`src/logic/smbam_pkg.sv`:
```
// constants, register map and state codes of the address match block
package smbam_pkg;
   // printed offsets are register indices; byte address is four times it
   localparam logic [9:0] IDX_OWN_ADDR = 10'h0BA;
   localparam logic [9:0] IDX_ADDR_MASK = 10'h0BB;
   localparam logic [9:0] IDX_DATA = 10'h0C2;
   localparam logic [9:0] IDX_CTRL = 10'h0C0;
   localparam logic [9:0] IDX_IRQ_STAT = 10'h0C3;
   localparam logic [9:0] IDX_IRQ_CLR = 10'h0C4;
   localparam logic [9:0] IDX_IRQ_EN = 10'h0C5;
   localparam logic [11:0] ADDR_OWN_ADDR = {IDX_OWN_ADDR, 2'b00};
   localparam logic [11:0] ADDR_ADDR_MASK = {IDX_ADDR_MASK, 2'b00};
   localparam logic [11:0] ADDR_DATA = {IDX_DATA, 2'b00};
   localparam logic [11:0] ADDR_CTRL = {IDX_CTRL, 2'b00};
   localparam logic [11:0] ADDR_IRQ_STAT = {IDX_IRQ_STAT, 2'b00};
   localparam logic [11:0] ADDR_IRQ_CLR = {IDX_IRQ_CLR, 2'b00};
   localparam logic [11:0] ADDR_IRQ_EN = {IDX_IRQ_EN, 2'b00};

   localparam logic [7:0] RST_OWN_ADDR = 8'h00;
   localparam logic [7:0] RST_ADDR_MASK = 8'hFE;
   localparam logic [7:0] RST_DATA = 8'h00;
   localparam logic [2:0] RST_IRQ = 3'h0;

   // low bit of own address / mask registers, and address field
   localparam int FLD_ENABLE = 0;
   localparam int FLD_ADDR_LSB = 1;
   localparam int FLD_ADDR_MSB = 7;
   localparam logic [6:0] GENERAL_CALL = 7'h00;

   // control/status register bits
   localparam int CTRL_FLAG = 0;
   localparam int CTRL_ACK = 1;
   localparam int CTRL_ACK_RX = 2;
   localparam int CTRL_RW = 3;

   // interrupt event bits
   localparam int EV_BYTE = 0;
   localparam int EV_STOP = 1;
   localparam int EV_NACK = 2;

   localparam logic [3:0] BYTE_BITS = 4'h8;

   typedef enum logic [6:0] {
      ST_IDLE = 7'h01,
      ST_ADDR = 7'h02,
      ST_ACK_WAIT = 7'h04,
      ST_ACK = 7'h08,
      ST_RX = 7'h10,
      ST_TX = 7'h20,
      ST_TX_ACK = 7'h40
   } smbam_state_t;
endpackage

```
`src/logic/smbam_top.sv`:
```
// apb slave with smbus slave address recognition and data shift byte
`timescale 1ns/1ps
// Contract
// - hw_ack_enable set gives automatic address match and data byte ACK.
// - mask bit 1 compares address bit, mask bit 0 is don't care.
// - with hardware recognition, general_call_enable adds address 0x00.
// - address and mask sit in bits 7:1; bit 0 holds enables.
// - data byte goes out on the data line MSB first.
// - first received bit lands in the data byte MSB.
// - bus values shift in while shifting out; byte ends as bus byte.
// - after lost arbitration the data byte holds what the bus carried.
// - bus leaves the data byte unchanged while the byte flag is set; software writes still land.
// - clock line held low while the byte flag is set.
// - receiver flag before ACK without hardware ACK, after it with.
// - unacknowledged address suppresses slave events until next START.
module smbam_top (
   input wire logic pclk,
   input wire logic presetn,
   input wire logic [11:0] paddr,
   input wire logic psel,
   input wire logic penable,
   input wire logic pwrite,
   input wire logic [31:0] pwdata,
   output logic [31:0] prdata,
   output logic pready,
   output logic pslverr,
   input wire logic scl_in,
   output logic scl_out,
   output logic scl_oe,
   input wire logic sda_in,
   output logic sda_out,
   output logic sda_oe,
   output logic irq
);
   // address decode used only by the error path; the read mux compares addresses itself
   function automatic logic smbam_mapped(input logic [11:0] a);
      smbam_mapped = (a == smbam_pkg::ADDR_OWN_ADDR)
         || (a == smbam_pkg::ADDR_ADDR_MASK)
         || (a == smbam_pkg::ADDR_DATA)
         || (a == smbam_pkg::ADDR_CTRL)
         || (a == smbam_pkg::ADDR_IRQ_STAT)
         || (a == smbam_pkg::ADDR_IRQ_CLR)
         || (a == smbam_pkg::ADDR_IRQ_EN);
   endfunction

   // pin synchronisers
   logic scl_meta;
   logic scl_s;
   logic scl_p;
   logic sda_meta;
   logic sda_s;
   logic sda_p;

   // link state
   smbam_pkg::smbam_state_t state;
   smbam_pkg::smbam_state_t next_state;
   logic [3:0] bit_cnt;
   logic [3:0] next_bit_cnt;
   logic [7:0] shift_data_byte;
   logic [7:0] next_shift_data_byte;
   logic byte_flag;
   logic next_byte_flag;
   logic ack_val;
   logic next_ack_val;
   logic ack_rx;
   logic next_ack_rx;
   logic rw;
   logic next_rw;
   logic addr_phase;
   logic next_addr_phase;
   logic next_sda_oe;
   logic [2:0] irq_stat;
   logic [2:0] next_irq_stat;

   // register state
   logic [7:0] own_address_reg;
   logic [7:0] next_own_address_reg;
   logic [7:0] address_mask_reg;
   logic [7:0] next_address_mask_reg;
   logic [2:0] irq_en;
   logic [2:0] next_irq_en;
   logic [31:0] next_prdata;
   logic next_pready;
   logic next_pslverr;

   logic scl_rise;
   logic scl_fall;
   logic start_det;
   logic stop_det;
   logic wr_take;
   logic rd_phase;
   logic hw_ack_enable;
   logic addr_hit;
   logic [2:0] ev;

   assign scl_rise = scl_s & ~scl_p;
   assign scl_fall = ~scl_s & scl_p;
   assign start_det = scl_s & scl_p & sda_p & ~sda_s;
   assign stop_det = scl_s & scl_p & ~sda_p & sda_s;
   assign wr_take = psel & penable & pwrite & pready;
   assign rd_phase = psel & penable & ~pready;
   assign hw_ack_enable = address_mask_reg[smbam_pkg::FLD_ENABLE];

   smbam_addr_match u_match (
      .rx_addr(shift_data_byte[7:1]),
      .own_address(own_address_reg[smbam_pkg::FLD_ADDR_MSB:
         smbam_pkg::FLD_ADDR_LSB]),
      .address_compare_mask(address_mask_reg[smbam_pkg::FLD_ADDR_MSB:
         smbam_pkg::FLD_ADDR_LSB]),
      .general_call_enable(own_address_reg[smbam_pkg::FLD_ENABLE]),
      .hit(addr_hit)
   );

   always_ff @(posedge pclk or negedge presetn) begin
      if (!presetn) begin
         scl_meta <= 1'b1;
         scl_s <= 1'b1;
         scl_p <= 1'b1;
         sda_meta <= 1'b1;
         sda_s <= 1'b1;
         sda_p <= 1'b1;
      end else begin
         scl_meta <= scl_in;
         scl_s <= scl_meta;
         scl_p <= scl_s;
         sda_meta <= sda_in;
         sda_s <= sda_meta;
         sda_p <= sda_s;
      end
   end

   // link sequencing, data byte and event flags
   always_comb begin
      next_state = state;
      next_bit_cnt = bit_cnt;
      next_shift_data_byte = shift_data_byte;
      next_byte_flag = byte_flag;
      next_ack_val = ack_val;
      next_ack_rx = ack_rx;
      next_rw = rw;
      next_addr_phase = addr_phase;
      next_sda_oe = sda_oe;
      ev = 3'h0;
      // software side: writes land only at the completing bus edge
      if (wr_take && (paddr == smbam_pkg::ADDR_DATA)) begin
         next_shift_data_byte = pwdata[7:0];
      end
      if (wr_take && (paddr == smbam_pkg::ADDR_CTRL)) begin
         next_ack_val = pwdata[smbam_pkg::CTRL_ACK];
         if (!pwdata[smbam_pkg::CTRL_FLAG]) begin
            next_byte_flag = 1'b0;
         end
      end
      if (start_det) begin
         next_state = smbam_pkg::ST_ADDR;
         next_bit_cnt = 4'h0;
         next_addr_phase = 1'b1;
         next_sda_oe = 1'b0;
      end else if (stop_det) begin
         if (state != smbam_pkg::ST_IDLE) begin
            ev[smbam_pkg::EV_STOP] = 1'b1;
         end
         next_state = smbam_pkg::ST_IDLE;
         next_sda_oe = 1'b0;
      end else if (!byte_flag) begin
         case (state)
            smbam_pkg::ST_ADDR, smbam_pkg::ST_RX, smbam_pkg::ST_TX: begin
               if (state == smbam_pkg::ST_TX && !scl_s) begin
                  next_sda_oe = (bit_cnt < smbam_pkg::BYTE_BITS)
                     && !shift_data_byte[7];
               end
               if (scl_rise && bit_cnt < smbam_pkg::BYTE_BITS) begin
                  // bus value enters at the LSB and walks up to the MSB
                  next_shift_data_byte = {shift_data_byte[6:0], sda_s};
                  next_bit_cnt = bit_cnt + 4'h1;
               end
               if (scl_fall && bit_cnt == smbam_pkg::BYTE_BITS) begin
                  next_bit_cnt = 4'h0;
                  if (state == smbam_pkg::ST_TX) begin
                     next_sda_oe = 1'b0;
                     next_state = smbam_pkg::ST_TX_ACK;
                  end else if (!hw_ack_enable) begin
                     if (state == smbam_pkg::ST_ADDR) begin
                        next_rw = shift_data_byte[0];
                     end
                     next_byte_flag = 1'b1;
                     ev[smbam_pkg::EV_BYTE] = 1'b1;
                     next_state = smbam_pkg::ST_ACK_WAIT;
                  end else if (state == smbam_pkg::ST_ADDR) begin
                     next_rw = shift_data_byte[0];
                     if (addr_hit) begin
                        next_sda_oe = 1'b1;
                        next_state = smbam_pkg::ST_ACK;
                     end else begin
                        ev[smbam_pkg::EV_NACK] = 1'b1;
                        next_state = smbam_pkg::ST_IDLE;
                     end
                  end else begin
                     next_sda_oe = ack_val;
                     next_state = smbam_pkg::ST_ACK;
                  end
               end
            end
            smbam_pkg::ST_ACK_WAIT: begin
               // flag just cleared by software: drive its decision
               next_sda_oe = ack_val;
               next_state = smbam_pkg::ST_ACK;
            end
            smbam_pkg::ST_ACK: begin
               if (scl_fall) begin
                  next_sda_oe = 1'b0;
                  next_bit_cnt = 4'h0;
                  if (!sda_oe) begin
                     if (addr_phase) begin
                        ev[smbam_pkg::EV_NACK] = 1'b1;
                     end else if (hw_ack_enable) begin
                        // hardware sent a data NACK: the byte event follows
                        next_byte_flag = 1'b1;
                        ev[smbam_pkg::EV_BYTE] = 1'b1;
                     end
                     next_state = smbam_pkg::ST_IDLE;
                  end else begin
                     next_addr_phase = 1'b0;
                     next_state = rw ? smbam_pkg::ST_TX : smbam_pkg::ST_RX;
                     if (hw_ack_enable || rw) begin
                        next_byte_flag = 1'b1;
                        ev[smbam_pkg::EV_BYTE] = 1'b1;
                     end
                  end
               end
            end
            smbam_pkg::ST_TX_ACK: begin
               if (scl_rise) begin
                  next_ack_rx = ~sda_s;
               end
               if (scl_fall) begin
                  next_byte_flag = 1'b1;
                  ev[smbam_pkg::EV_BYTE] = 1'b1;
                  next_state = ack_rx ? smbam_pkg::ST_TX
                     : smbam_pkg::ST_IDLE;
               end
            end
            default: begin
               next_sda_oe = 1'b0;
            end
         endcase
      end
      next_irq_stat = irq_stat;
      if (wr_take && (paddr == smbam_pkg::ADDR_IRQ_CLR)) begin
         next_irq_stat = irq_stat & ~pwdata[2:0];
      end
      // a new event wins over a clear in the same cycle
      next_irq_stat = next_irq_stat | ev;
   end

   always_ff @(posedge pclk or negedge presetn) begin
      if (!presetn) begin
         state <= smbam_pkg::ST_IDLE;
         bit_cnt <= 4'h0;
         shift_data_byte <= smbam_pkg::RST_DATA;
         byte_flag <= 1'b0;
         ack_val <= 1'b0;
         ack_rx <= 1'b0;
         rw <= 1'b0;
         addr_phase <= 1'b0;
         sda_oe <= 1'b0;
         scl_oe <= 1'b0;
         irq_stat <= smbam_pkg::RST_IRQ;
      end else begin
         state <= next_state;
         bit_cnt <= next_bit_cnt;
         shift_data_byte <= next_shift_data_byte;
         byte_flag <= next_byte_flag;
         ack_val <= next_ack_val;
         ack_rx <= next_ack_rx;
         rw <= next_rw;
         addr_phase <= next_addr_phase;
         sda_oe <= next_sda_oe;
         scl_oe <= next_byte_flag;
         irq_stat <= next_irq_stat;
      end
   end

   // apb register file: one wait state, then the answer
   always_comb begin
      next_own_address_reg = own_address_reg;
      next_address_mask_reg = address_mask_reg;
      next_irq_en = irq_en;
      next_prdata = prdata;
      next_pslverr = 1'b0;
      next_pready = rd_phase;
      if (wr_take) begin
         if (paddr == smbam_pkg::ADDR_OWN_ADDR) begin
            next_own_address_reg = pwdata[7:0];
         end else if (paddr == smbam_pkg::ADDR_ADDR_MASK) begin
            next_address_mask_reg = pwdata[7:0];
         end else if (paddr == smbam_pkg::ADDR_IRQ_EN) begin
            next_irq_en = pwdata[2:0];
         end
      end
      if (rd_phase) begin
         next_pslverr = !smbam_mapped(paddr);
         next_prdata = 32'h0000_0000;
         if (!pwrite) begin
            if (paddr == smbam_pkg::ADDR_OWN_ADDR) begin
               next_prdata[7:0] = own_address_reg;
            end else if (paddr == smbam_pkg::ADDR_ADDR_MASK) begin
               next_prdata[7:0] = address_mask_reg;
            end else if (paddr == smbam_pkg::ADDR_DATA) begin
               next_prdata[7:0] = shift_data_byte;
            end else if (paddr == smbam_pkg::ADDR_CTRL) begin
               next_prdata[3:0] = {rw, ack_rx, ack_val, byte_flag};
            end else if (paddr == smbam_pkg::ADDR_IRQ_STAT) begin
               next_prdata[2:0] = irq_stat;
            end else if (paddr == smbam_pkg::ADDR_IRQ_EN) begin
               next_prdata[2:0] = irq_en;
            end
         end
      end
   end

   always_ff @(posedge pclk or negedge presetn) begin
      if (!presetn) begin
         own_address_reg <= smbam_pkg::RST_OWN_ADDR;
         address_mask_reg <= smbam_pkg::RST_ADDR_MASK;
         irq_en <= smbam_pkg::RST_IRQ;
         prdata <= 32'h0000_0000;
         pready <= 1'b0;
         pslverr <= 1'b0;
         irq <= 1'b0;
         scl_out <= 1'b0;
         sda_out <= 1'b0;
      end else begin
         own_address_reg <= next_own_address_reg;
         address_mask_reg <= next_address_mask_reg;
         irq_en <= next_irq_en;
         prdata <= next_prdata;
         pready <= next_pready;
         pslverr <= next_pslverr;
         irq <= |(next_irq_stat & next_irq_en);
         scl_out <= 1'b0;
         sda_out <= 1'b0;
      end
   end
endmodule

```
`src/logic/smbam_addr_match.sv`:
```
// masked slave address comparator with general call recognition
`timescale 1ns/1ps
module smbam_addr_match (
   input wire logic [6:0] rx_addr,
   input wire logic [6:0] own_address,
   input wire logic [6:0] address_compare_mask,
   input wire logic general_call_enable,
   output logic hit
);
   logic masked_eq;
   logic gc_hit;
   // mask bit 1 compares, mask bit 0 is don't care
   assign masked_eq = ((rx_addr ^ own_address) & address_compare_mask)
      == 7'h00;
   assign gc_hit = general_call_enable
      && (rx_addr == smbam_pkg::GENERAL_CALL);
   assign hit = masked_eq | gc_hit;
endmodule

```
`config.mk`:
```
export PLATFORM = sky130hd
export DESIGN_NAME = smbam_top
export DESIGN_NICKNAME = d
export VERILOG_FILES = /design/src/logic/smbam_pkg.sv /design/src/logic/smbam_top.sv /design/src/logic/smbam_addr_match.sv
export SDC_FILE = /design/constraint.sdc
export NUM_CORES = 1
export LEC_CHECK = 0
export ABC_CLOCK_PERIOD_IN_PS = 2900
export BUFFER_PORTS_ARGS = -buffer_cell sky130_fd_sc_hd__buf_2
export CAP_MARGIN = 25
export CORE_ASPECT_RATIO = 1.5
export CORE_MARGIN = 2
export CORE_UTILIZATION = 31
export CTS_CLUSTER_DIAMETER = 40
export DETAILED_ROUTE_END_ITERATION = 8
export GPL_TIMING_DRIVEN = 0
export PLACE_DENSITY_LB_ADDON = 0.1
export SETUP_SLACK_MARGIN = 0.2
export SKIP_CTS_REPAIR_TIMING = 1
export SLEW_MARGIN = 10
export SYNTH_ARGS = -nofsm -noshare
export SYNTH_HDL_FRONTEND = slang
export SYNTH_SLANG_ARGS = --single-unit
```
`constraint.sdc`:
```
create_clock -name pclk -period 2.9 [get_ports pclk]
set_clock_uncertainty 0.2 [all_clocks]
set_input_delay 0.145 -clock pclk [delete_from_list [all_inputs] [get_ports pclk]]
set_output_delay 0.145 -clock pclk [all_outputs]
set_load 0.02 [all_outputs]
```
After elaboration in Yosys (flattened, before gate mapping). Index checks and enable logic that the tools add are counted.

$add $sub $neg: 1. Magnitude comparators: 1. Equality and inequality tests: 24. Mux-type cells: 100. Bitwise gates (word level): 28. Reduce and logical (&&, ||, !) cells: 35.

Operator list (number): == test 12 x 10 -> 1 bit, second input constant (7); 2-to-1 mux 8 bit (9); 2-to-1 mux 7 bit (9); 2-to-1 mux 1 bit (55); 2-to-1 mux 4 bit (9); one-hot mux 7 bit (4 select lines) (1); 2-to-1 mux 3 bit (9); AND reduction 5 bit (4); 2-to-1 mux 6 bit (3); != test 4 bit, second input constant (4); logical NOT 7 bit (2); AND 1 bit (11); NOT 1 bit (10); logical AND 1 bit (8); one-hot mux 4 bit (2 select lines) (1); AND 7 bit (1); == test 7 x 2 -> 1 bit, second input constant (1); == test 7 x 3 -> 1 bit, second input constant (1); == test 7 x 4 -> 1 bit, second input constant (1); == test 7 x 5 -> 1 bit, second input constant (1); == test 7 x 6 -> 1 bit, second input constant (1); == test 7 bit, second input constant (1); logical OR 1 bit (7); != test 7 x 1 -> 1 bit, second input constant (1); 23 further kinds (32).

Register bits: 64. Logic and storage cells: 212.

Longest topological paths before layout. Gate-level depths: netlist of run 1.

Depth after elaboration: 16. Mapped depth: 8. Gate-level depth less buffers: 8.

Modules after synthesis. A second synthesis of run 1 with hierarchy kept.

Cell total of the unflattened synthesis: 393. Area total of the unflattened synthesis: 3935.0 µm².

By module, submodules not included: smbam_top (times used 1, cells an instance 379, area each 3819.9 µm²); smbam_addr_match (times used 1, cells an instance 14, area each 115.1 µm²).

Worst setup path before layout of run 1. Ideal clock, no wire load.

Kind: flip-flop to flip-flop. Start point: register state[3]. End point: register state[2]. Library setup time: 125 ps. Arrival: 2085 ps. Required time: 2575 ps. Path slack: 491 ps. Cell stages (with the launch flop): 6. Buffers on the path: 0. Period minus slack after synthesis: 2409 ps. Path through: dfrtp_1 > nor4_1 > o211ai_1 > or3b_2 > o311ai_2 > mux2_2.

Longest elaborated chain between the ends: 9. Elaborated cells between the ends (all ways): 20.

Ends and longest elaborated chain: start, declared (line smbam_top.sv:55) `smbam_pkg::smbam_state_t state;`; start signal, assigned (line smbam_top.sv:258) `state <= smbam_pkg::ST_IDLE;`; start signal, assigned (line smbam_top.sv:270) `state <= next_state;`; == test 7 x 2 -> 1 bit (line smbam_top.sv:166, smbam_top.sv:189); 2-to-1 mux 7 bit (line smbam_top.sv:189) `end else if (state == smbam_pkg::ST_ADDR) begin`; 2-to-1 mux 7 bit (line smbam_top.sv:182) `end else if (!hw_ack_enable) begin`; 2-to-1 mux 7 bit (line smbam_top.sv:179) `if (state == smbam_pkg::ST_TX) begin`; 2-to-1 mux 7 bit (line smbam_top.sv:177) `if (scl_fall && bit_cnt == smbam_pkg::BYTE_BITS) begin`; one-hot mux 7 bit (4 select lines) (line smbam_top.sv:166) `case (state)`; 2-to-1 mux 7 bit (line smbam_top.sv:165) `end else if (!byte_flag) begin`; 2-to-1 mux 7 bit (line smbam_top.sv:159) `end else if (stop_det) begin`; 2-to-1 mux 7 bit (line smbam_top.sv:154) `if (start_det) begin`.

Parallel ways exist; a longest one is shown, timed or not. The select of a mux whose other input is x is not followed. A chain may end at the register's enable or synchronous reset.

Worst setup path after layout of run 1.
Start point: register state[4]. End point: register state[3].

Same word-level chain as after synthesis.

==> flow_summary.toml, run 1 <==
[status]
status = "completed"

[synthesis]
synthTopCellsByCount = "dfrtp_1 (50), nor2_1 (37), mux2_2 (27), buf_4 (26), nand2_1 (24)"
synth_top_area_share_pct = 33.4
ys_top_cells_by_area = "dfrtp_1 (33%), dfstp_2 (9.8%), mux2_2 (8.1%)"
synth_ff_type = "dfrtp_1"
yosysSeqAreaShare_pct = 43.2
mappedNetlistArea_um2 = 3750
synth-edff-count = 0
ys_seq_elements = 64
yosysWarnings = 0
ys_types = 62
syn_area_per_cell_um2 = 9.94
async_flop_share_pct = 100
synth_cells = 377
yosys.area.top_type = "dfrtp_1"
yosysMostFrequentCell = "dfrtp_1"

[grt]
antenna_found_initial = 0
grt_max_degree = 48
grt_pass1_vias = 3041
grt_overflow = 0
track_usage_pct = 16.2
grt_pass1_wl_um = 16200

[setup_path]
worstPathMaxFanout = 10
critPathArrivalTime_ns = 2.59
path_class = "reg -> reg"
required_ns = 2.91
reg2reg_slack_ns = 0.32
r2r-end = "state[3]"
cp-end-kind = "register"
r2r_cells = 7
start_kind = "register"
worstReg2RegStart = "state[4]"

[pwr]
p_leak_nw = 2.15
pwr-share-seq_pct = 40.7
p_sw_share_pct = 29.3
power_frac_clock_pct = 40.2
switchingPower_uw = 719
comb_power_share_pct = 19.1
internal_power_mw = 1.73
powerDensity_nw_per_um2 = 523
irDropWorstVdd_mv = 0.331

[job]
cap_violations = 0

[place]
place_congestion = 0.875
io_buffers = 37
placed_area_um2 = 4250
placed_cells = 593
dpl.hpwl_um = 7890

[sta]
hold_slack_ns = 0.0195
period_share_pct = 89.0
fmaxAchievable_mhz = 387
hold_viol = 0
tightest_slew_ns = 0.771
slew_headroom_pct = 48.1
slew_violations = 0
setup_violations = 0
period_needed_ns = 2.58
rsz0062_at_grt = "false"

[finish]
syn_to_final_growth_pct = 25.0
n_antenna_cell = 0
drive_above_1_share_pct = 30.4
design_area_um2 = 4690
final_core_util_pct = 39.4
n_fill_cell = 1248
final-instance-count-excl-fill = 624
nNetsFinal = 519

[die]
die_w_um = 93.8
initial_utilization_pct = 31.5
fp.dieH_um = 139
rows = 49
io_pins = 90
core-area_um2 = 11900
dieArea_um2 = 13000

[clock_tree]
insertion_delay_ns = 0.33
htree_levels = 3
cts_tree = "built"
root_buffer = "clkbuf_16"
clk_pin_slew_worst_paths_ns = 0.06
clkSinkCount = 64
numCtsBuffers = 9
clock_path_buffers = 2

[detailed_routing]
vias = 3063
wl_um = 10200
dr.pass1.iters = 4
first_iter_violations = 88
wl_per_cell_um = 16.3
route.detailed.drc = 0
drt.antenna.violating_nets = 0
post_drt_via_cell_ratio = 4.91

[worst_hold_path]
worstHoldStart = "psel"
holdCritPathClass = "in -> reg"
min_path_cells = 3
whs_endpoint = "prdata[0]"
[worst max-delay path, stage by stage (launching register included)]
cell and delay (ns):
dfrtp_1 0.35, clkbuf_1 0.21, or4_1 0.43, buf_2 0.19, nor3_1 0.47, or3_1 0.24
o32ai_1 0.08, mux2_2 0.29
[worst max path at each step]
stage	startpoint	end	slack, ns	cells past startpoint
2_1_floorplan	state[3]	state[2]	0.49	5
3_3_place_gp	state[3]	state[6]	-0.12	5
3_5_place_dp	state[3]	state[2]	-0.07	5
4_1_cts	state[3]	state[2]	-0.09	5
5_1_grt	pready	irq	0.21	7
6_report	state[4]	state[3]	0.32	7
[placed cells by master, fill, tap and decap left out, types with 4 or more instances in the layout]
cell	Yosys	routed
dfrtp_1	50	50
buf_2	4	40
nor2_1	37	37
buf_4	26	30
mux2_2	27	27
conb_1	1	26
nand2_1	24	24
a21oi_1	23	23
mux2i_1	17	17
dfstp_2	14	14
o21ai_0	13	13
dlygate4sd3_1	0	12
clkbuf_1	9	11
inv_1	9	9
clkbuf_16	0	9
nor3_1	8	8
a22oi_1	8	8
xor2_1	8	8
nand2b_1	7	7
nand4_1	6	6
nor4_1	6	5
nor2b_1	5	4
nand3_1	4	4
o22ai_1	4	4
clkinv_2	0	4
[logic make-up (layout without fill, tap and decap cells)]
logic type      after synthesis  count (layout)  synth area share (%)
flops                        64              64                  43.2
fa+ha+maj                     2               2                 0.667
other cells                   1              26                 0.100
xor+xnor                      8               8                  1.87
compound gates               75              75                  13.2
mux                          44              44                  12.7
simple gates                134             134                  20.7
buf+inv                      49             118                  7.64
[routing by layer]
layer / track usage (%) / vias to the layer above / wire [µm]
met1: 17.5 / 1477 / 4010
li1: - / 1507 / -
met4: 6.10 / 0 / 276
met3: 3.37 / 17 / 344
met2: 30.2 / 62 / 5570
met5: 0 / - / 0
[power groups by stage]
stage          clock [mW]  sequential [mW]  combinational (mW)
3_3_place_gp            0             1.00               0.424
2_1_floorplan           0            0.991               0.310
3_5_place_dp            0             1.00               0.429
6_report            0.985            0.999               0.467
5_1_grt              1.05             1.00               0.526
4_1_cts              1.02            0.988               0.431
[final cells by class]
| cell class | count | area (µm²) | share of cell area [%] |
|---|---|---|---|
| plain buffers | 40 | 253 | 5.39 |
| clock buffers | 12 | 246 | 5.26 |
| clock inverters | 4 | 20.0 | 0.427 |
| inverters | 9 | 33.8 | 0.721 |
| multi-input cells | 289 | 1960 | 41.9 |
| flip-flops and latches | 64 | 1620 | 34.6 |
| well taps | 153 | 191 | 4.09 |
| repair buffers | 53 | 358 | 7.64 |
[per-stage QoR]
| stage | total power [mW] | setup slack [ns] | setup TNS, ns |
|---|---|---|---|
| floorplan | 1.30 | 0.491 | 0 |
| global placement | 1.43 | -0.121 | -0.805 |
| detailed placement | 1.43 | -0.0740 | -0.384 |
| CTS | 2.44 | -0.0898 | -0.507 |
| global route | 2.58 | 0.215 | 0 |
| finish | 2.45 | 0.318 | 0 |
No activity file was read; power rests on OpenSTA's default activity.
==> run 2, diff against run 1 <==
ABC_AREA = 1   (was not set)
CTS_BUF_LIST = sky130_fd_sc_hd__clkbuf_2   (was not set)
PLACE_DENSITY_LB_ADDON = 0.15   (was 0.1)
==> flow_summary.toml, run 2 <==
[status]
status = "finished with violations"
failed_checks = "hold timing"

[detailed_routing]
wl_um = 10700
wl_per_cell_um = 13.8
post_drt_via_cell_ratio = 4.63
drt.antenna.violating_nets = 0
dr.max_layer_used = "met4"
wl_met2_um = 5740
vias = 3582
wl_met1_um = 4410
route.detailed.drc = 0
wl_met3_um = 338
dr.pass1.iters = 4
first_iter_violations = 138

[synthesis]
synth_top_area_share_pct = 32.4
yosysSeqAreaShare_pct = 41.9
synth_ff_type = "dfrtp_1"
synth-edff-count = 0
synth_cells = 515
syn_area_per_cell_um2 = 7.50
yosys.area.top_type = "dfrtp_1"
yosysWarnings = 0
ys_types = 37
mappedNetlistArea_um2 = 3860
async_flop_share_pct = 100
ys_seq_elements = 64
synthTopCellsByCount = "nand2_1 (146), inv_1 (54), dfrtp_1 (50), nor2_1 (38), nand3_1 (28)"
ys_top_cells_by_area = "dfrtp_1 (32%), nand2_1 (14%), dfstp_2 (9.5%)"
yosysMostFrequentCell = "nand2_1"

[setup_path]
path_class = "reg -> reg"
crit_slowest_cell = "dlygate4sd3_1"
crit_family = "buffers and inverters"
required_ns = 3.14
slowest_delay_ns = 0.68
start_kind = "register"
r2r-end = "irq_stat[1]"
critPathArrivalTime_ns = 2.74
worstReg2RegStart = "pready"
cp_num_buf_inv = 2
cp-end-kind = "register"
r2r_cells = 7
reg2reg_slack_ns = 0.40
worstPathMaxFanout = 6
path_cells = "nand2_1, nor2_2, dlygate4sd3_1, nand4_1, nand2_1, nand2_1, dlygate4sd3_1"
crit_start = "pready"
crit_top_cell = "nand2_1"

[clock_tree]
clkSinkCount = 64
clk_pin_slew_worst_paths_ns = 0.20
insertion_delay_ns = 0.52
cts_tree = "built"
root_buffer = "clkbuf_2"
clock_path_buffers = 2
htree_levels = 3
numCtsBuffers = 9

[finish]
final_cell_mix = "nand2_1 (146), inv_1 (54), dfrtp_1 (50), buf_2 (41), nor2_1 (38)"
n_antenna_cell = 0
drive_above_1_share_pct = 23.5
design_area_um2 = 4730
n_fill_cell = 1325
final-instance-count-excl-fill = 773
final_common_cell = "nand2_1"
nNetsFinal = 665
syn_to_final_growth_pct = 22.3

[place]
dpl.hpwl_um = 8120
place_congestion = 0.842
placed_area_um2 = 4380
io_buffers = 39
placed_cells = 736

[die]
initial_utilization_pct = 31.4
fp.dieH_um = 141
io_pins = 90
core-area_um2 = 12300
die_w_um = 95.2
dieArea_um2 = 13400
rows = 50

[sta]
tightest_slew_ns = 0.559
slew_violations = 0
period_share_pct = 86.2
hold_slack_ns = -0.0259
slew_headroom_pct = 62.8
setup_tns_ns = 0
period_needed_ns = 2.50
setup_violations = 0
fmaxAchievable_mhz = 400
rsz0062_at_grt = "false"
hold_viol = 6

[worst_hold_path]
holdCritPathClass = "in -> reg"
whs_endpoint = "pslverr"
min_path_cells = 6
worstHoldStart = "paddr[2]"

[grt]
grt_max_degree = 50
grt_overflow = 0
grt_pass1_vias = 3633
grt_pass1_wl_um = 17700
antenna_found_initial = 0
track_usage_pct = 16.9

[pwr]
powerDensity_nw_per_um2 = 435
p_leak_nw = 2.40
irDropWorstVdd_mv = 0.205

[job]
cap_violations = 0
run 2: cells by family after synthesis:
group | after synthesis | share of synthesized area (%)
buffers and inverters | 98 | 12.4
AND/OR/NAND/NOR | 262 | 31.9
AO/OA/AOI/OAI | 87 | 12.8
adder cells (fa/ha/maj) | 2 | 0.647
other | 1 | 0.0970
flip-flops | 64 | 41.9
XOR/XNOR | 1 | 0.227
run 2: metal layers:
| layer | vias up | GRT usage, % |
|---|---|---|
| li1 | 1821 | - |
| met1 | 1682 | 19.4 |
| met2 | 65 | 30.7 |
| met3 | 14 | 2.78 |
| met4 | 0 | 6.18 |
| met5 | - | 0 |
run 2: how the worst max path moves through the flow:
stage	slack, ns	cells after the start	to
global route	0.31	7	irq_stat[1]
CTS	0.73	9	bit_cnt[3]
finish	0.40	7	irq_stat[1]
global placement	0.77	9	bit_cnt[3]
detailed placement	0.77	9	bit_cnt[3]
floorplan	1.11	8	shift_data_byte[3]
run 2: final cells by class:
class / instances / area (µm²) / share of cell area (%)
Inverter: 65 / 244 / 5.16
Sequential cell: 64 / 1620 / 34.3
Timing Repair Buffer: 61 / 435 / 9.21
Multi-Input combinational cell: 378 / 1860 / 39.3
Clock inverter: 5 / 81.3 / 1.72
Tap cell: 156 / 195 / 4.13
Buffer: 33 / 236 / 5.00
Clock buffer: 11 / 55.1 / 1.16
run 2: where the power goes:
group | leakage (nW) | total, mW | internal, mW | switching, mW
registers | 0.770 | 0.977 | 0.940 | 0.0366
clock network | 0.0821 | 0.649 | 0.292 | 0.356
logic | 1.55 | 0.429 | 0.152 | 0.278
total | 2.40 | 2.05 | 1.38 | 0.671
run 2: through the flow:
stage                     setup WS (ns)  total power [mW]  utilization [%]  hold slack (ns)
after floorplan                    1.11              1.28                -           -0.351
after global placement            0.769              1.40             35.3           0.0509
after detailed placement          0.766              1.41             35.5           -0.164
after CTS                         0.730              2.06             36.6           -0.783
after global routing              0.315              2.18             38.3           0.0211
final                             0.400              2.05             38.3          -0.0259
run 2: worst reg2reg max path, delay by kind of cell, from the launching register on:
kind | cells | cell delay, ns
and+or+nand+nor | 5 | 0.61
buffers and inverters | 2 | 1.24
DFF | 1 | 0.40
